File: config.mk
export PLATFORM = sky130hd
export DESIGN_NAME = wake_interrupt_control
export DESIGN_NICKNAME = d
export VERILOG_FILES = /design/src/design/wake_ctl_pkg.sv /design/src/design/wake_interrupt_control.sv
export VERILOG_INCLUDE_DIRS = /design/src /design/src/design
export SDC_FILE = /design/constraint.sdc
export NUM_CORES = 1
export LEC_CHECK = 0
export BUFFER_PORTS_ARGS = -buffer_cell sky130_fd_sc_hd__buf_4
export CAP_MARGIN = 20
export CELL_PAD_IN_SITES_DETAIL_PLACEMENT = 1
export CELL_PAD_IN_SITES_GLOBAL_PLACEMENT = 1
export CORE_MARGIN = 5
export CORE_UTILIZATION = 33
export CTS_CLUSTER_SIZE = 12
export DETAILED_ROUTE_END_ITERATION = 7
export PLACE_DENSITY = 0.8
export SYNTH_ARGS = -nofsm -noshare
export SYNTH_HDL_FRONTEND = slang
export SYNTH_SLANG_ARGS = --single-unit
export TNS_END_PERCENT = 50
File: constraint.sdc
create_clock -name core_clk_in -period 2.3 [get_ports core_clk_in]
set_input_delay 0.46 -clock core_clk_in [delete_from_list [all_inputs] [get_ports core_clk_in]]
set_output_delay 0.46 -clock core_clk_in [all_outputs]
set_load 0.03 [all_outputs]
File: src/design/wake_ctl_regs.svh
// Register offsets, bit positions, vectors and reset values of the wake and interrupt control.
// Assumes a 32-bit classic Wishbone slave with one aligned word per register.
`ifndef WAKE_CTL_REGS_SVH
`define WAKE_CTL_REGS_SVH

// Byte offsets of the registers
`define WAKE_ENABLE_BANK_OFS 8'h00
`define PENDING_FLAG_BANK_OFS 8'h04
`define IRQ_ENABLE_BANK_OFS 8'h08
`define CONVERTER_CONTROL_BANK_OFS 8'h0C
`define MODE_STATUS_OFS 8'h10

// Wake enable bank fields
`define PORT_CHANGE_WAKE_BIT 1
`define COMPARATOR_WAKE_BIT 2
`define CONV_DONE_WAKE_BIT 3
`define LOW_VOLTAGE_WAKE_BIT 4

// Pending flag bank and interrupt enable bank fields (shared layout)
`define TICK_OVERFLOW_BIT 0
`define PORT_CHANGE_BIT 1
`define EXT_PIN_BIT 2
`define CONV_DONE_BIT 3
`define PERIOD_MATCH_BIT 4
`define LOW_VOLTAGE_BIT 5
`define COMPARATOR_BIT 7

// Converter control bank fields
`define CONVERTER_RUN_BIT 0

// Mode and status register fields
`define GREEN_REQ_BIT 0
`define GLOBAL_IRQ_BIT 1
`define MODE_LSB 4
`define MODE_MSB 5

// Reset values
`define BANK_RESET 8'h00
`define WORD_ZERO 32'h0000_0000

// Handler addresses
`define TICK_OVERFLOW_VECTOR 8'h09
`define PORT_CHANGE_VECTOR 8'h06
`define CONV_DONE_VECTOR 8'h0C
`define COMPARATOR_VECTOR 8'h0F
`define PERIOD_MATCH_VECTOR 8'h12
`define LOW_VOLTAGE_VECTOR 8'h1B
`define EXT_PIN_VECTOR_DEFAULT 8'h03

`endif

File: src/design/wake_ctl_pkg.sv
// Types shared by the wake and interrupt control.
// Assumes the constants header is included by the files that need offsets.
package wake_ctl_pkg;

	// Operating mode of the core
	typedef enum logic [1:0] {
		MODE_NORMAL = 2'b00,
		MODE_GREEN = 2'b01,
		MODE_IDLE = 2'b10,
		MODE_SLEEP = 2'b11
	} op_mode_t;

	// Same-clock event pulses from the peripherals
	typedef struct packed {
		logic tick_overflow;
		logic conv_done;
		logic comparator;
		logic period_match;
		logic low_voltage;
	} periph_event_t;

	// Instruction strobes decoded by the core
	typedef struct packed {
		logic global_irq_on_op;
		logic global_irq_off_op;
		logic sleep_op;
		logic idle_op;
	} core_op_t;

	// Clock and timer run controls
	typedef struct packed {
		logic oscillator;
		logic slow_clock_source;
		logic main_clock_source;
		logic tick_counter;
		logic aux_timers;
	} clock_run_t;

endpackage : wake_ctl_pkg

File: src/design/wake_interrupt_control.sv
// Wake-up and interrupt dispatch for a small 8-bit controller core.
// Assumes event pulses from peripherals on the core clock, pins asynchronous, and a classic Wishbone master.
//
// The register offsets and the Wishbone interface to the registers were chosen for this implementation.
`timescale 1ns/100ps
`include "wake_ctl_regs.svh"

// Operation
// - Wake only out of sleep and idle
// - Conversion running keeps slow, main clocks alive
// - Sleep halts oscillator, tick counter, aux timers
// - Sleep, both port enables clear: nothing happens
// - Normal, port irq enable clear: no interrupt
// - Sleep, irq enable only: flag, no wake
// - Sleep, wake enable only: wake, next instruction
// - Both enables, globals off: wake, flag, next
// - Both enables, globals on: wake, flag, vector
// - Normal port change, enabled: flag, vector 0x06
// - Tick overflow, globals off: flag, next instruction
// - Tick overflow, globals on: flag, vector 0x09
// - External pin, globals off: flag, next instruction
// - Sleep without conversion enables stops converter
// - Wake handlers at 0x06, 0x0F, 0x0C, 0x1B
module wake_interrupt_control import wake_ctl_pkg::*; #(
	parameter int PORT_WIDTH = 8, // Number of port pins watched for change
	parameter logic [7:0] EXT_PIN_VECTOR = `EXT_PIN_VECTOR_DEFAULT // Handler address of the external pin
) (
	input wire logic core_clk_in, // Core clock, 200 MHz
	input wire logic reset_n_in, // Asynchronous reset, active low
	input wire logic wb_cyc_in, // Wishbone cycle
	input wire logic wb_stb_in, // Wishbone strobe
	input wire logic wb_we_in, // Wishbone write enable
	input wire logic [7:0] wb_adr_in, // Wishbone byte address
	input wire logic [3:0] wb_sel_in, // Wishbone byte selects
	input wire logic [31:0] wb_dat_in, // Wishbone write data
	output logic [31:0] wb_dat_out, // Wishbone read data
	output logic wb_ack_out, // Wishbone acknowledge
	input wire logic [PORT_WIDTH-1:0] port_pins_in, // Port pins, asynchronous
	input wire logic ext_pin_in, // External interrupt pin, asynchronous, falling edge
	input wire periph_event_t periph_event_in, // Peripheral event pulses
	input wire core_op_t core_op_in, // Instruction strobes from the core
	input wire logic irq_taken_in, // Core has branched to the vector
	input wire logic watchdog_timeout_in, // Watchdog time-out pulse
	input wire logic low_voltage_reset_in, // Low-voltage reset pulse
	output logic irq_req_out, // Interrupt request to the core
	output logic [7:0] irq_vector_out, // Handler address
	output logic wake_out, // One-cycle wake pulse, core resumes
	output logic core_halted_out, // Core stopped in sleep or idle
	output clock_run_t clock_run_out, // Clock and timer run controls
	output logic converter_run_out, // Converter run bit
	output logic device_reset_out // One-cycle device reset pulse
);

	// Refuse pin counts that the change detector was not sized for
	if (PORT_WIDTH < 1 || PORT_WIDTH > 8) begin : g_port_width_check
		$error("PORT_WIDTH must be 1 to 8");
	end

	op_mode_t mode_q; // Present operating mode
	logic [7:0] wake_en_q; // Wake enable bank
	logic [7:0] pend_q; // Pending flag bank
	logic [7:0] irq_en_q; // Interrupt enable bank
	logic conv_run_q; // Converter run bit
	logic green_req_q; // Software request for green mode
	logic global_irq_q; // Global interrupt enable
	logic [PORT_WIDTH-1:0] port_sync1_q; // Port synchroniser, first stage
	logic [PORT_WIDTH-1:0] port_sync2_q; // Port synchroniser, second stage
	logic [PORT_WIDTH-1:0] port_last_q; // Previous synchronised port level
	logic ext_sync1_q; // External pin synchroniser, first stage
	logic ext_sync2_q; // External pin synchroniser, second stage
	logic ext_last_q; // Previous synchronised external level
	logic [31:0] rd_data_q; // Registered read data
	logic ack_q; // Registered acknowledge
	logic irq_req_q; // Registered interrupt request
	logic [7:0] vector_q; // Registered vector
	logic wake_q; // Registered wake pulse
	logic halted_q; // Registered halted flag
	clock_run_t clock_run_q; // Registered run controls
	logic dev_reset_q; // Registered reset pulse

	logic bus_req; // New bus request this cycle
	logic bus_wr; // Write taken this cycle
	logic [7:0] wr_byte; // Low byte of write data, whichever lanes are selected
	logic wr_lane0; // Low byte lane selected
	logic dev_reset; // Device reset event
	logic [7:0] events; // Raw events in flag layout
	logic [7:0] flag_set; // Flags set this cycle
	logic [7:0] flag_clr; // Flags cleared by software
	logic port_change; // Any port pin changed
	logic ext_fall; // External pin falling edge
	logic sleeping; // Mode is sleep
	logic wake_evt; // A wake condition in sleep or idle
	logic [7:0] active; // Enabled pending flags
	logic [7:0] vec_sel; // Vector of highest-priority active flag

	assign bus_req = wb_cyc_in && wb_stb_in && !ack_q;
	assign bus_wr = bus_req && wb_we_in;
	assign wr_lane0 = wb_sel_in[0];
	assign wr_byte = wb_dat_in[7:0];
	assign dev_reset = watchdog_timeout_in || low_voltage_reset_in;
	assign sleeping = (mode_q == MODE_SLEEP);
	assign port_change = |(port_sync2_q ^ port_last_q);
	assign ext_fall = ext_last_q && !ext_sync2_q;

	// Synchronise the port pins and external pin; only the second stage is read
	always_ff @(posedge core_clk_in or negedge reset_n_in) begin
		if (!reset_n_in) begin
			port_sync1_q <= '0;
			port_sync2_q <= '0;
			port_last_q <= '0;
			ext_sync1_q <= 1'b1;
			ext_sync2_q <= 1'b1;
			ext_last_q <= 1'b1;
		end else begin
			port_sync1_q <= port_pins_in;
			port_sync2_q <= port_sync1_q;
			port_last_q <= port_sync2_q;
			ext_sync1_q <= ext_pin_in;
			ext_sync2_q <= ext_sync1_q;
			ext_last_q <= ext_sync2_q;
		end
	end

	// Gather events into the flag layout, dropping those that cannot occur in the mode
	always_comb begin
		events = '0;
		// Tick counter and aux timers are halted in sleep, so their events do not count
		events[`TICK_OVERFLOW_BIT] = periph_event_in.tick_overflow && !sleeping;
		events[`PERIOD_MATCH_BIT] = periph_event_in.period_match && !sleeping;
		// External pin has no effect in sleep
		events[`EXT_PIN_BIT] = ext_fall && !sleeping;
		events[`PORT_CHANGE_BIT] = port_change;
		// Conversion done is not an interrupt source in green mode
		events[`CONV_DONE_BIT] = periph_event_in.conv_done && (mode_q != MODE_GREEN);
		events[`LOW_VOLTAGE_BIT] = periph_event_in.low_voltage;
		events[`COMPARATOR_BIT] = periph_event_in.comparator;
	end

	// A flag is set only where its interrupt enable is set
	assign flag_set = events & irq_en_q;
	// Write one to clear over the bus
	assign flag_clr = (bus_wr && wr_lane0 && wb_adr_in == `PENDING_FLAG_BANK_OFS) ? wr_byte : '0;

	// Wake condition: only out of sleep or idle
	always_comb begin
		wake_evt = 1'b0;
		if (mode_q == MODE_SLEEP || mode_q == MODE_IDLE) begin
			// Sources with their own wake enable, honoured in sleep and idle
			wake_evt = (events[`PORT_CHANGE_BIT] && wake_en_q[`PORT_CHANGE_WAKE_BIT])
				|| (events[`CONV_DONE_BIT] && wake_en_q[`CONV_DONE_WAKE_BIT])
				|| (events[`COMPARATOR_BIT] && wake_en_q[`COMPARATOR_WAKE_BIT])
				|| (events[`LOW_VOLTAGE_BIT] && wake_en_q[`LOW_VOLTAGE_WAKE_BIT]);
			// Idle also wakes on enabled tick, external and period match events
			if (mode_q == MODE_IDLE) begin
				wake_evt = wake_evt || |(flag_set & ((8'h01 << `TICK_OVERFLOW_BIT)
					| (8'h01 << `EXT_PIN_BIT) | (8'h01 << `PERIOD_MATCH_BIT)));
			end
		end
	end

	// Operating mode: sleep and idle entered by instruction, left by wake
	always_ff @(posedge core_clk_in or negedge reset_n_in) begin
		if (!reset_n_in) begin
			mode_q <= MODE_NORMAL;
		end else if (dev_reset) begin
			mode_q <= MODE_NORMAL;
		end else begin
			unique case (mode_q)
				MODE_NORMAL, MODE_GREEN: begin
					if (core_op_in.sleep_op) begin
						mode_q <= MODE_SLEEP;
					end else if (core_op_in.idle_op) begin
						mode_q <= MODE_IDLE;
					end else begin
						mode_q <= green_req_q ? MODE_GREEN : MODE_NORMAL;
					end
				end
				MODE_IDLE, MODE_SLEEP: begin
					// Return to the running mode that software selected
					if (wake_evt) begin
						mode_q <= green_req_q ? MODE_GREEN : MODE_NORMAL;
					end
				end
			endcase
		end
	end

	// Pending flags: hardware set wins over software clear
	always_ff @(posedge core_clk_in or negedge reset_n_in) begin
		if (!reset_n_in) begin
			pend_q <= `BANK_RESET;
		end else if (dev_reset) begin
			pend_q <= `BANK_RESET;
		end else begin
			pend_q <= (pend_q & ~flag_clr) | flag_set;
		end
	end

	// Global interrupt enable from the on and off instructions, dropped on entry to a handler
	always_ff @(posedge core_clk_in or negedge reset_n_in) begin
		if (!reset_n_in) begin
			global_irq_q <= 1'b0;
		end else if (dev_reset) begin
			global_irq_q <= 1'b0;
		end else if (core_op_in.global_irq_off_op || irq_taken_in) begin
			global_irq_q <= 1'b0;
		end else if (core_op_in.global_irq_on_op) begin
			global_irq_q <= 1'b1;
		end
	end

	// Software registers: wake enables, interrupt enables, green request
	always_ff @(posedge core_clk_in or negedge reset_n_in) begin
		if (!reset_n_in) begin
			wake_en_q <= `BANK_RESET;
			irq_en_q <= `BANK_RESET;
			green_req_q <= 1'b0;
		end else if (dev_reset) begin
			wake_en_q <= `BANK_RESET;
			irq_en_q <= `BANK_RESET;
			green_req_q <= 1'b0;
		end else if (bus_wr && wr_lane0) begin
			// Only the low byte lane carries register bits
			unique case (wb_adr_in)
				`WAKE_ENABLE_BANK_OFS: begin
					wake_en_q <= wr_byte;
				end
				`IRQ_ENABLE_BANK_OFS: begin
					irq_en_q <= wr_byte;
				end
				`MODE_STATUS_OFS: begin
					green_req_q <= wr_byte[`GREEN_REQ_BIT];
				end
				default: begin
				end
			endcase
		end
	end

	// Converter run bit: set by software, cleared at completion or by a sleep without conversion enables
	always_ff @(posedge core_clk_in or negedge reset_n_in) begin
		if (!reset_n_in) begin
			conv_run_q <= 1'b0;
		end else if (dev_reset) begin
			conv_run_q <= 1'b0;
		end else if (core_op_in.sleep_op && (mode_q == MODE_NORMAL || mode_q == MODE_GREEN)
			&& !wake_en_q[`CONV_DONE_WAKE_BIT]
			&& !irq_en_q[`CONV_DONE_BIT]) begin
			conv_run_q <= 1'b0;
		end else if (periph_event_in.conv_done) begin
			conv_run_q <= 1'b0;
		end else if (bus_wr && wr_lane0 && wb_adr_in == `CONVERTER_CONTROL_BANK_OFS) begin
			conv_run_q <= wr_byte[`CONVERTER_RUN_BIT];
		end
	end

	// Enabled pending flags and fixed priority by handler address
	assign active = pend_q & irq_en_q;
	always_comb begin
		vec_sel = `PORT_CHANGE_VECTOR;
		if (active[`EXT_PIN_BIT]) begin
			vec_sel = EXT_PIN_VECTOR;
		end else if (active[`PORT_CHANGE_BIT]) begin
			vec_sel = `PORT_CHANGE_VECTOR;
		end else if (active[`TICK_OVERFLOW_BIT]) begin
			vec_sel = `TICK_OVERFLOW_VECTOR;
		end else if (active[`CONV_DONE_BIT]) begin
			vec_sel = `CONV_DONE_VECTOR;
		end else if (active[`COMPARATOR_BIT]) begin
			vec_sel = `COMPARATOR_VECTOR;
		end else if (active[`PERIOD_MATCH_BIT]) begin
			vec_sel = `PERIOD_MATCH_VECTOR;
		end else if (active[`LOW_VOLTAGE_BIT]) begin
			vec_sel = `LOW_VOLTAGE_VECTOR;
		end
	end

	// Interrupt request: only while running and globally enabled; otherwise the core runs on
	always_ff @(posedge core_clk_in or negedge reset_n_in) begin
		if (!reset_n_in) begin
			irq_req_q <= 1'b0;
			vector_q <= `PORT_CHANGE_VECTOR;
		end else begin
			// Halted core takes the branch only after its wake has been seen
			irq_req_q <= !dev_reset && !irq_taken_in && global_irq_q && (|active)
				&& (mode_q == MODE_NORMAL || mode_q == MODE_GREEN);
			vector_q <= vec_sel;
		end
	end

	// Wake pulse, halted flag and reset pulse
	always_ff @(posedge core_clk_in or negedge reset_n_in) begin
		if (!reset_n_in) begin
			wake_q <= 1'b0;
			halted_q <= 1'b0;
			dev_reset_q <= 1'b0;
		end else begin
			wake_q <= wake_evt && !dev_reset;
			halted_q <= (mode_q == MODE_SLEEP || mode_q == MODE_IDLE) && !wake_evt && !dev_reset;
			dev_reset_q <= dev_reset;
		end
	end

	// Clock and timer run controls
	always_ff @(posedge core_clk_in or negedge reset_n_in) begin
		if (!reset_n_in) begin
			clock_run_q <= '1;
		end else begin
			clock_run_q.oscillator <= !sleeping;
			clock_run_q.tick_counter <= !sleeping;
			clock_run_q.aux_timers <= !sleeping;
			clock_run_q.slow_clock_source <= !sleeping || conv_run_q;
			clock_run_q.main_clock_source <= (mode_q == MODE_NORMAL) || conv_run_q;
		end
	end

	// Wishbone slave: one wait state, registered data, zero for unmapped addresses
	always_ff @(posedge core_clk_in or negedge reset_n_in) begin
		if (!reset_n_in) begin
			ack_q <= 1'b0;
			rd_data_q <= `WORD_ZERO;
		end else begin
			ack_q <= bus_req;
			rd_data_q <= `WORD_ZERO;
			if (bus_req && !wb_we_in) begin
				unique case (wb_adr_in)
					`WAKE_ENABLE_BANK_OFS: begin
						rd_data_q[7:0] <= wake_en_q;
					end
					`PENDING_FLAG_BANK_OFS: begin
						rd_data_q[7:0] <= pend_q;
					end
					`IRQ_ENABLE_BANK_OFS: begin
						rd_data_q[7:0] <= irq_en_q;
					end
					`CONVERTER_CONTROL_BANK_OFS: begin
						rd_data_q[`CONVERTER_RUN_BIT] <= conv_run_q;
					end
					`MODE_STATUS_OFS: begin
						rd_data_q[`GREEN_REQ_BIT] <= green_req_q;
						rd_data_q[`GLOBAL_IRQ_BIT] <= global_irq_q;
						rd_data_q[`MODE_MSB:`MODE_LSB] <= mode_q;
					end
					default: begin
					end
				endcase
			end
		end
	end

	assign wb_ack_out = ack_q;
	assign wb_dat_out = rd_data_q;
	assign irq_req_out = irq_req_q;
	assign irq_vector_out = vector_q;
	assign wake_out = wake_q;
	assign core_halted_out = halted_q;
	assign clock_run_out = clock_run_q;
	assign converter_run_out = conv_run_q;
	assign device_reset_out = dev_reset_q;

endmodule : wake_interrupt_control

Word-level counts from Yosys, hierarchy flattened
Index checks and enable logic that the tools add are counted.
{"block": "word_totals", "regBits": 80, "input_bits": 70}
{"block": "op_classes", "n_eq_ne": 9, "mux": 39, "n_bitwise": 6, "reduce_logical": 61}
{"cell": "8-bit 2-to-1 mux", "count": 13}
{"cell": "1-bit logical AND", "count": 26}
{"cell": "8-bit bitwise AND", "count": 3}
{"cell": "8-bit by 4-bit equality test with 1-bit output (second input constant)", "count": 2}
{"cell": "8-bit OR reduction", "count": 2}
{"cell": "5-bit 2-to-1 mux", "count": 3}
{"cell": "1-bit 2-to-1 mux", "count": 13}
{"cell": "2-bit case mux with 3 select lines", "count": 2}
{"cell": "1-bit logical OR", "count": 10}
{"cell": "1-bit logical NOT", "count": 9}
{"cell": "8-bit by 3-bit equality test with 1-bit output (second input constant)", "count": 1}
{"cell": "8-bit by 5-bit equality test with 1-bit output (second input constant)", "count": 1}
{"cell": "8-bit logical NOT", "count": 1}
{"cell": "2-bit 2-to-1 mux", "count": 4}
{"cell": "8-bit NOT", "count": 1}
{"cell": "8-bit bitwise OR", "count": 1}
{"cell": "2-bit case mux with 4 select lines", "count": 1}
{"cell": "2-bit nonzero test", "count": 4}
{"cell": "8-bit XOR", "count": 1}
{"cell": "2-bit AND reduction", "count": 3}
{"cell": "1-bit case mux with 5 select lines", "count": 1}
{"cell": "2-bit equality test (second input constant)", "count": 2}
{"cell": "1-bit case mux with 4 select lines", "count": 1}
{"cell": "2-bit case mux with 2 select lines", "count": 1}
{"cell": "8 further kinds", "count": 9}

Depth between registers and ports, before layout
Gate-level depths: netlist (run 1).
{"block": "logic_depth", "ltp_word": 12, "mapped_depth": 6}

Worst setup path before layout (run 1)
OpenSTA, ideal clock, no wires.
{"block": "synth_timing", "path_type": "input port to flip-flop", "start": "in wb_adr_in[7]", "end": "reg conv_run_q (netlist: converter_run_out)", "setup_time_ps": 101, "t_arrival_ps": 1875, "required_ps": 2199, "slack_ps": 324, "cell_stages": 5, "path_buffers": 0, "path_cell_list": "or4_4 nor4b_4 nand3_1 mux2i_1 nor4_1"}
{"block": "synth_via", "elab_chain_len": 3}
{"item": "from (decl)", "line_no": "wake_interrupt_control.sv:33", "rtl": "input wire logic [7:0] wb_adr_in,"}
{"item": "8-bit by 4-bit equality test with 1-bit output"}
{"item": "1-bit logical AND (no source line)"}
{"item": "4-bit nonzero test (no source line)"}
{"item": "to (signal assigned)", "line_no": "wake_interrupt_control.sv:253", "rtl": "conv_run_q <= wr_byte[`CONVERTER_RUN_BIT];"}
{"item": "to (decl)", "line_no": "wake_interrupt_control.sv:63", "rtl": "logic conv_run_q;"}
Every way passes these cells.
A chain may end at the register's enable or synchronous reset.

Worst setup path in the final report (run 1)
{"block": "layout_timing", "start": "reg port_sync2_q[5]", "end": "reg mode_q[0]"}
{"block": "layout_via", "elab_chain_len": 10}
{"item": "from (decl)", "line_no": "wake_interrupt_control.sv:67", "rtl": "logic [PORT_WIDTH-1:0] port_sync2_q;"}
{"item": "from (signal assigned)", "line_no": "wake_interrupt_control.sv:116", "rtl": "port_sync2_q <= port_sync1_q;"}
{"item": "8-bit XOR (*)", "line_no": "wake_interrupt_control.sv:102", "rtl": "assign port_change = |(port_sync2_q ^ port_last_q);"}
{"item": "8-bit OR reduction (*)", "line_no": "wake_interrupt_control.sv:102"}
{"item": "1-bit logical AND (*)", "line_no": "wake_interrupt_control.sv:149", "rtl": "wake_evt = (events[`PORT_CHANGE_BIT] && wake_en_q[`PORT_CHANGE_WAKE_BIT])"}
{"item": "1-bit logical OR (*) (3 in series)", "line_no": "wake_interrupt_control.sv:149"}
{"item": "1-bit logical OR", "line_no": "wake_interrupt_control.sv:155", "rtl": "wake_evt = wake_evt || |(flag_set & ((8'h01 << `TICK_OVERFLOW_BIT)"}
{"item": "1-bit 2-to-1 mux (*)", "line_no": "wake_interrupt_control.sv:154", "rtl": "if (mode_q == MODE_IDLE) begin"}
{"item": "1-bit 2-to-1 mux (*)", "line_no": "wake_interrupt_control.sv:147", "rtl": "if (mode_q == MODE_SLEEP || mode_q == MODE_IDLE) begin"}
{"item": "3-bit inequality test (no source line) (*)"}
{"item": "to (signal assigned)", "line_no": "wake_interrupt_control.sv:175", "rtl": "mode_q <= green_req_q ? MODE_GREEN : MODE_NORMAL;"}
{"item": "to (signal assigned)", "line_no": "wake_interrupt_control.sv:181", "rtl": "mode_q <= green_req_q ? MODE_GREEN : MODE_NORMAL;"}
{"item": "to (decl)", "line_no": "wake_interrupt_control.sv:59", "rtl": "op_mode_t mode_q;"}
Mark *: on every way between the ends. The rest lies on a longest branch, timed or not.

==> results of run 1 <==
[cell families after synthesis]
group,Yosys count,share of synthesized area (%)
buffers and inverters,45,8.348
other,1,0.1117
adders and majority gates,1,0.2982
AOI/OAI and AO/OA,61,11.82
DFF,77,57.70
muxes,18,5.404
and+or+nand+nor,96,14.24
xor gates and xnor gates,8,2.087
[flip-flops by register name, summed over array words and instances (netlist names), 3 cells and up]
signal          cells
wb_dat_out          8
irq_vector_out      5
irq_en_q            8
pend_q              8
wake_en_q           8
port_last_q         8
clock_run_out       3
port_sync2_q        8
port_sync1_q        8
[through the flow]
stage / std cells / util (%) / hold slack [ns] / power [mW]
6_report: 516 / 42.17 / 0.03619 / 2.811
5_1_grt: 516 / 42.17 / 0.06095 / 2.933
4_1_cts: 516 / 42.17 / 0.04107 / 2.849
3_5_place_dp: 500 / 39.81 / 0.3379 / 1.685
3_3_place_gp: 500 / 39.81 / 0.3329 / 1.675
2_1_floorplan: 333 / - / 0.1644 / 1.591
[final timing paths]
kind | cells after the start | endpoint | slack [ns] | start
max in group asynchronous | 2 | irq_vector_out[1] | 1.62 | reset_n_in
min in group core_clk_in | 1 | ext_sync1_q | 0.21 | ext_pin_in
min | 1 | port_sync1_q[3] | 0.04 | reset_n_in
max | 5 | mode_q[0] | 0.46 | port_sync2_q[5]
min reg2reg | 0 | port_sync2_q[3] | 0.35 | port_sync1_q[3]
max reg2reg | 5 | mode_q[0] | 0.46 | port_sync2_q[5]
[worst max-delay path, delay by kind of cell, from the launching register on]
| kind | cells | cell delay, ns |
|---|---|---|
| AOI/OAI and AO/OA | 2 | 0.61 |
| xor gates and xnor gates | 1 | 0.14 |
| DFF | 1 | 0.40 |
| and+or+nand+nor | 2 | 0.58 |
[final cells by class]
cell class | count | area (sq um)
Clock buffer | 10 | 137.6
Clock inverter | 6 | 95.09
Fill cell | 1094 | 5704
Inverter | 5 | 18.77
Multi-Input combinational cell | 211 | 1237
Sequential cell | 77 | 1937
Tap cell | 133 | 166.4
Timing Repair Buffer | 74 | 568.0
[cell usage in the layout, fill, tap and decap left out, types with 3 or more instances in the layout]
master / netlist / final
buf_4: 29 / 73
dfrtp_1: 69 / 69
nand2_1: 32 / 32
conb_1: 1 / 27
nor2_1: 24 / 24
a21oi_1: 23 / 23
mux2i_1: 17 / 17
nand3_1: 15 / 15
clkbuf_8: 0 / 10
o21ai_0: 9 / 9
xor2_1: 8 / 8
dfstp_2: 8 / 8
a22oi_1: 5 / 5
a311oi_1: 5 / 5
nor3_1: 4 / 4
inv_1: 4 / 4
nor4_1: 4 / 4
a31oi_1: 3 / 3
clkinv_4: 0 / 3
[report_power, final]
group          switching, mW  internal (mW)  total (mW)  leakage [nW]
sequential            0.0203           1.39        1.41         0.987
clock                  0.504          0.649        1.15         0.117
combinational          0.167         0.0818       0.249         0.836
[routing by layer]
metal,global-route usage [%],vias up,share of wire [%],wire length (um)
li1,-,1163,-,-
met3,3.221,12,6.1,537
met4,7.143,0,1.6,145
met2,25.61,82,51,4475
met5,0,-,0,0
met1,17.28,1271,42,3687
==> results by group, run 1 <==
Global routing
  • Vias in the first global route: 2829
  • Initial antenna violation count: 0
  • Pin count of the biggest net entering global routing: 47
  • First-pass GRT wire length: ~14000 um
  • Global Route Usage Sum: about 15%
  • Remaining Overflow, GRT: 0

Logic synthesis
  • Post-Syn Instances: 307
  • YS warnings: 0
  • Post-synthesis sequential area ratio: 57.70%
  • Cell Area, Synth: around 0.0034 sq mm
  • Post-synth EDFFs: 0
  • Asr flop ratio synth: between 90% and 100%
  • Main synth FF type: dfrtp_1
  • Synthesized flop and latch total: 77
  • Syn avg cell area: ~11 sq um
  • Share of Yosys cell area claimed by the top area cell type: between 50% and 60%
  • Area contributors post-synth: dfrtp_1, buf_4, dfstp_2
  • Post-synth cell types: 47
  • Cell taking the most area after synthesis: dfrtp_1
  • Most common cell in the synthesized netlist: dfrtp_1
  • Synth cell count leaders: dfrtp_1, nand2_1, buf_4, nor2_1, a21oi_1

Critical path
  • Worst setup EP type: flip-flop
  • Required time worst endpoint: between 2 and 3 ns
  • CP Cell Sequence: xor2_1 > nor4_1 > a21bo_2 > nand4_1 > a221oi_1
  • Critical Path Start Type: flip-flop
  • CP max FO: 4
  • WP data arrival: 2.09 ns
  • Crit-path max cell delay: 0.45 ns
  • Slowest-stage cell, CP: nor4_1
  • Kind of critical path: reg2reg

Finish
  • Share of cells above drive strength 1: 28.46%
  • Design area: between 0.004 and 0.005 sq mm
  • Area Growth Syn to Fin: 23.93%
  • # nets final: around 450
  • Antenna diodes: 0

Clock tree
  • CTS resizes: 0
  • Setup repair bufs after CTS: 0
  • CTS tree: built
  • Root Driver: clkbuf_8
  • CTS sink cnt: 77
  • Clock Latency Late Sink: 0.35 ns
  • Maximum clock insertion buffer count: 2
  • H-tree Lvls: 3
  • Num CTS Buffers: 9
  • Hold Buf Count CTS: 0
  • Worst-path clk slew: around 0.080 ns

STA
  • Final setup TNS: 0 ns
  • Final Hold Vio Count: 0
  • RSZ-0062 raised after global routing: false
  • Worst Skew: just over 0.008 ns
  • Worst slew pin tran: about 0.52 ns
  • Fmax: 0.5427 GHz
  • Crit share post-route: between 80% and 90%
  • Final worst slack: approximately 0.46 ns
  • Slew Viols, Final: 0
  • Final setup viols: 0
  • Worst slew margin: between 60% and 70%
  • Fin crit period: between 1.5 and 2 ns

Detailed routing
  • Post-route DRC: 0
  • Vias/cell: approximately 5
  • Iteration-0 DRC count of the detailed router: 64
  • Routed Antenna Nets: 0
  • DR pass1 iterations: 4
  • Via Count: around 2500
  • WL/cell: between 15 and 20 um
  • Drt total wl: 8846 um

Status
  • Status: finished, final reports clean

Placement
  • Gpl congestion: 0.7988
  • Placed Instance Area: 0.003928 sq mm
  • DP HPWL: a little under 7000 um
  • Dpl ws: about 0.096 ns
  • Port Buffers: 66

Floorplanning
  • DIE AREA: between 0.01 and 0.015 sq mm
  • Placeable Area: around 0.0099 sq mm
  • I/O pins: about 120
  • Die Wd: around 110 um
  • Height of the die: 110.9 um
  • Starting density of the core: between 30 and 40%
  • # rows: 36

Flow run
  • Max-Cap Viols: 0

Pwr
  • Worst vdd ir: 0.2970 mV
  • Pwr dens: between 600 and 700 mW/mm^2
  • Leak: just under 2 nW

Worst hold path
  • Class of the worst hold path: in2async
Note: power is estimated with default switching activity, not from simulation.
==> run 2: changes to the inputs <==
--- a/config.mk
+++ b/config.mk
@@ -6,6 +6,7 @@
 export SDC_FILE = /design/constraint.sdc
 export NUM_CORES = 1
 export LEC_CHECK = 0
+export ABC_AREA = 1
 export BUFFER_PORTS_ARGS = -buffer_cell sky130_fd_sc_hd__buf_4
 export CAP_MARGIN = 20
 export CELL_PAD_IN_SITES_DETAIL_PLACEMENT = 1
@@ -14,7 +15,7 @@
 export CORE_UTILIZATION = 33
 export CTS_CLUSTER_SIZE = 12
 export DETAILED_ROUTE_END_ITERATION = 7
-export PLACE_DENSITY = 0.8
+export PLACE_DENSITY = 0.85
 export SYNTH_ARGS = -nofsm -noshare
 export SYNTH_HDL_FRONTEND = slang
 export SYNTH_SLANG_ARGS = --single-unit
==> constraint.sdc (replaced) <==
create_clock -name core_clk_in -period 1.65 [get_ports core_clk_in]
set_input_delay 0.33 -clock core_clk_in [delete_from_list [all_inputs] [get_ports core_clk_in]]
set_output_delay 0.33 -clock core_clk_in [all_outputs]
set_load 0.03 [all_outputs]
==> run 2 against run 1 <==
Effect of this change:
- critical path type unchanged
- clock power is 11% higher
- setup slack worse by 0.32 ns
- area after synthesis is 3.2% higher
- first-iteration DRC count increased by 3.1%
- sequential power rose by 41%
- final area rose by 3.5%
==> results by group, run 2 <==
Status
  • Status: finished, final reports clean (unchanged)

Detailed routing
  • Iteration-0 DRC count of the detailed router: 66 (was 64)
  • Post-route DRC: 0 (unchanged)
  • WL/cell: 14.74 um (was 17.14 um)
  • Routed Antenna Nets: 0 (unchanged)
  • Via Count: 2793 (was 2528)
  • DR pass1 iterations: 4 (unchanged)
  • Drt total wl: 9065 um (was 8846 um)
  • Vias/cell: 4.541 (was 4.899)

Floorplanning
  • DIE AREA: 0.01265 sq mm (was 0.01229 sq mm)
  • Starting density of the core: 33.72% (was 34.03%)
  • Placeable Area: 0.01028 sq mm (was 0.009864 sq mm)
  • Height of the die: 112.5 um (was 110.9 um)
  • Die Wd: 112.5 um (was 110.9 um)
  • I/O pins: 121 (unchanged)
  • # rows: 37 (was 36)

Finish
  • Fin cells: 615 (was 516)
  • Commonest non-fill, non-tap cell in the layout: nand2_1 (was buf_4)
  • Share of cells above drive strength 1: 26.93% (was 28.46%)
  • Antenna diodes: 0 (unchanged)
  • Area Growth Syn to Fin: 24.30% (was 23.93%)
  • Most frequent cells in the layout: nand2_1, buf_4, dfrtp_1, inv_1, nor2_1 (was buf_4, dfrtp_1, nand2_1, conb_1, nor2_1)
  • Final core utilization: 41.92% (was 42.17%)
  • # nets final: 544 (was 448)

Critical path
  • Reg-to-Reg End: irq_en_q[3] (was mode_q[0])
  • Worst setup EP type: flip-flop (unchanged)
  • CP Cell Sequence: nor2_2 > nand3_2 > nor2_4 > nor2_2 > nand2_1 > o21ai_2 (was xor2_1 > nor4_1 > a21bo_2 > nand4_1 > a221oi_1)
  • Critical Path Start Type: flip-flop (unchanged)
  • Worst Reg-to-Reg Cells: 6 (was 5)
  • Slowest-stage cell, CP: nor2_2 (was nor4_1)
  • CP max FO: 13 (was 4)
  • WP data arrival: 1.79 ns (was 2.09 ns)
  • Reg-to-Reg Start: wb_ack_out (was port_sync2_q[5])
  • Kind of critical path: reg2reg (unchanged)
  • Most Frequent Cell on Critical Path: nor2_2
  • R2R Setup Slk: 0.14 ns (was 0.46 ns)
  • Required time worst endpoint: 1.93 ns (was 2.54 ns)
  • Crit-path max cell delay: 0.57 ns (was 0.45 ns)

Global routing
  • Remaining Overflow, GRT: 0 (unchanged)
  • Pin count of the biggest net entering global routing: 37 (was 47)
  • Vias in the first global route: 3012 (was 2829)
  • Global Route Usage Sum: 14.94% (was 14.78%)
  • First-pass GRT wire length: 14820 um (was 14450 um)
  • Initial antenna violation count: 0 (unchanged)

STA
  • Worst Skew: 0.005171 ns (was 0.008132 ns)
  • Crit share post-route: 91.65% (was 80.11%)
  • Hold_ws: 0.08324 ns (was 0.03619 ns)
  • Slew Viols, Final: 0 (unchanged)
  • Worst slew margin: 50.76% (was 65.16%)
  • RSZ-0062 raised after global routing: false (unchanged)
  • Fin crit period: 1.512 ns (was 1.843 ns)
  • Final Hold Vio Count: 0 (unchanged)
  • Final setup TNS: 0 ns (unchanged)
  • Final setup viols: 0 (unchanged)
  • Worst slew pin tran: 0.7378 ns (was 0.5227 ns)
  • Fmax: 0.6613 GHz (was 0.5427 GHz)

Worst hold path
  • Hold path startpoint: port_pins_in[6]
  • Hold depth: 1
  • Class of the worst hold path: in2reg (was in2async)
  • Hold EP: port_sync1_q[6]

Logic synthesis
  • Synthesized flop and latch total: 77 (unchanged)
  • Post-synthesis sequential area ratio: 55.88% (was 57.70%)
  • Asr flop ratio synth: 100.0% (unchanged)
  • Cell taking the most area after synthesis: dfrtp_1 (unchanged)
  • Most common cell in the synthesized netlist: nand2_1 (was dfrtp_1)
  • Main synth FF type: dfrtp_1 (unchanged)
  • Area contributors post-synth: dfrtp_1, nand2_1, buf_4 (was dfrtp_1, buf_4, dfstp_2)
  • Post-synth EDFFs: 0 (unchanged)
  • Post-Syn Instances: 387 (was 307)
  • Post-synth cell types: 34 (was 47)
  • YS warnings: 0 (unchanged)
  • Cell Area, Synth: 0.003466 sq mm (was 0.003357 sq mm)
  • Synth cell count leaders: nand2_1, dfrtp_1, inv_1, buf_4, nor2_1 (was dfrtp_1, nand2_1, buf_4, nor2_1, a21oi_1)
  • Syn avg cell area: 8.956 sq um (was 10.93 sq um)
  • Share of Yosys cell area claimed by the top area cell type: 49.82% (was 51.43%)

Placement
  • # placed instances: 598 (was 500)
  • Gpl congestion: 0.8744 (was 0.7988)
  • Port Buffers: 66 (unchanged)
  • DP HPWL: 7221 um (was 6764 um)

Pwr
  • Worst vdd ir: 0.3024 mV (was 0.2970 mV)
  • Leak: 2.227 nW (was 1.939 nW)
  • Pwr dens: 856.4 mW/mm^2 (was 675.6 mW/mm^2)

Flow run
  • Max-Cap Viols: 0 (unchanged)

Clock tree
  • Root Driver: clkbuf_8 (unchanged)
  • CTS tree: built (unchanged)
  • Setup repair bufs after CTS: 0 (unchanged)
  • Maximum clock insertion buffer count: 2 (unchanged)
  • H-tree Lvls: 3 (unchanged)
  • Worst-path clk slew: 0.07 ns (was 0.08 ns)
  • CTS sink cnt: 77 (unchanged)
  • Clock Latency Late Sink: 0.35 ns (about the same)
  • Num CTS Buffers: 9 (unchanged)
[run 2: changes by cell type after synthesis, sizes merged, moves of 4 or more]
cell	previous run	this run
mux2i	17	0
a311oi	5	0
nor2	24	33
clkbuf	10	0
xor2	8	0
nand3	15	20
inv	4	51
o21ai	9	30
a22oi	5	0
xnor2	0	5
a21oi	23	13
nor4	5	1
nand2	33	106
[run 2: cell families after synthesis]
logic type	share of synthesized area, %
AOI/OAI and AO/OA	8.736
xor gates and xnor gates	1.263
buffers and inverters	12.45
DFF	55.88
other	0.1082
and+or+nand+nor	21.55
[run 2: worst max-delay path: cells and delay by family, from the launching register on]
kind / cells / cell delay, ns
AND/OR/NAND/NOR: 5 / 0.98
flip-flops: 1 / 0.37
AO/OA/AOI/OAI: 1 / 0.09
[run 2: layer usage]
metal | vias up | wire length, um | track usage [%]
li1 | 1329 | - | -
met1 | 1362 | 3873 | 18.22
met2 | 80 | 4409 | 24.59
met3 | 22 | 548 | 4.367
met4 | 0 | 233 | 6.490
met5 | - | 0 | 0
[run 2: timing repair]
| action | CTS | global route |
|---|---|---|
| hold endpoints to repair | 26 | 0 |
| resized for setup | 0 | 1 |
| hold buffers | 1 | 0 |
| endpoints found under the setup margin | 0 | 1 |
[run 2: worst max path at each step]
stage | from | end | slack, ns | cells after the start
4_1_cts | wb_ack_out | irq_en_q[3] | 0.09 | 6
3_5_place_dp | wb_adr_in[7] | irq_en_q[3] | -0.05 | 9
6_report | wb_ack_out | irq_en_q[3] | 0.14 | 6
5_1_grt | mode_q[1] | mode_q[0] | 0.00007 | 7
2_1_floorplan | wb_ack_out | wake_en_q[3] | 0.28 | 7
3_3_place_gp | wb_cyc_in | wake_en_q[2] | -0.03 | 9
[run 2: per-stage QoR]
stage / setup slack, ns / total power, mW / instance area [sq um]
floorplan: 0.2793 / 2.290 / 3563
global placement: -0.03106 / 2.432 / 4116
detailed placement: -0.05456 / 2.449 / 4116
CTS: 0.08913 / 3.738 / 4304
global route: 0.00007039 / 3.887 / 4308
finish: 0.1378 / 3.689 / 4308
[run 2: report_power, final]
group	leakage, nW	total [mW]	internal, mW	switching, mW
clock network	0.0921	1.28	0.621	0.660
logic	1.16	0.415	0.145	0.270
registers	0.980	1.99	1.95	0.0396
[run 2: area by class of cell]
cell class	count	area, sq um
fill	1260	5969
sequential	77	1937
multi-input combinational	253	1199
clock buffer	12	155.1
timing repair buffer	82	630.6
tap	136	170.2
clock inverter	4	22.52
inverter	51	193.9
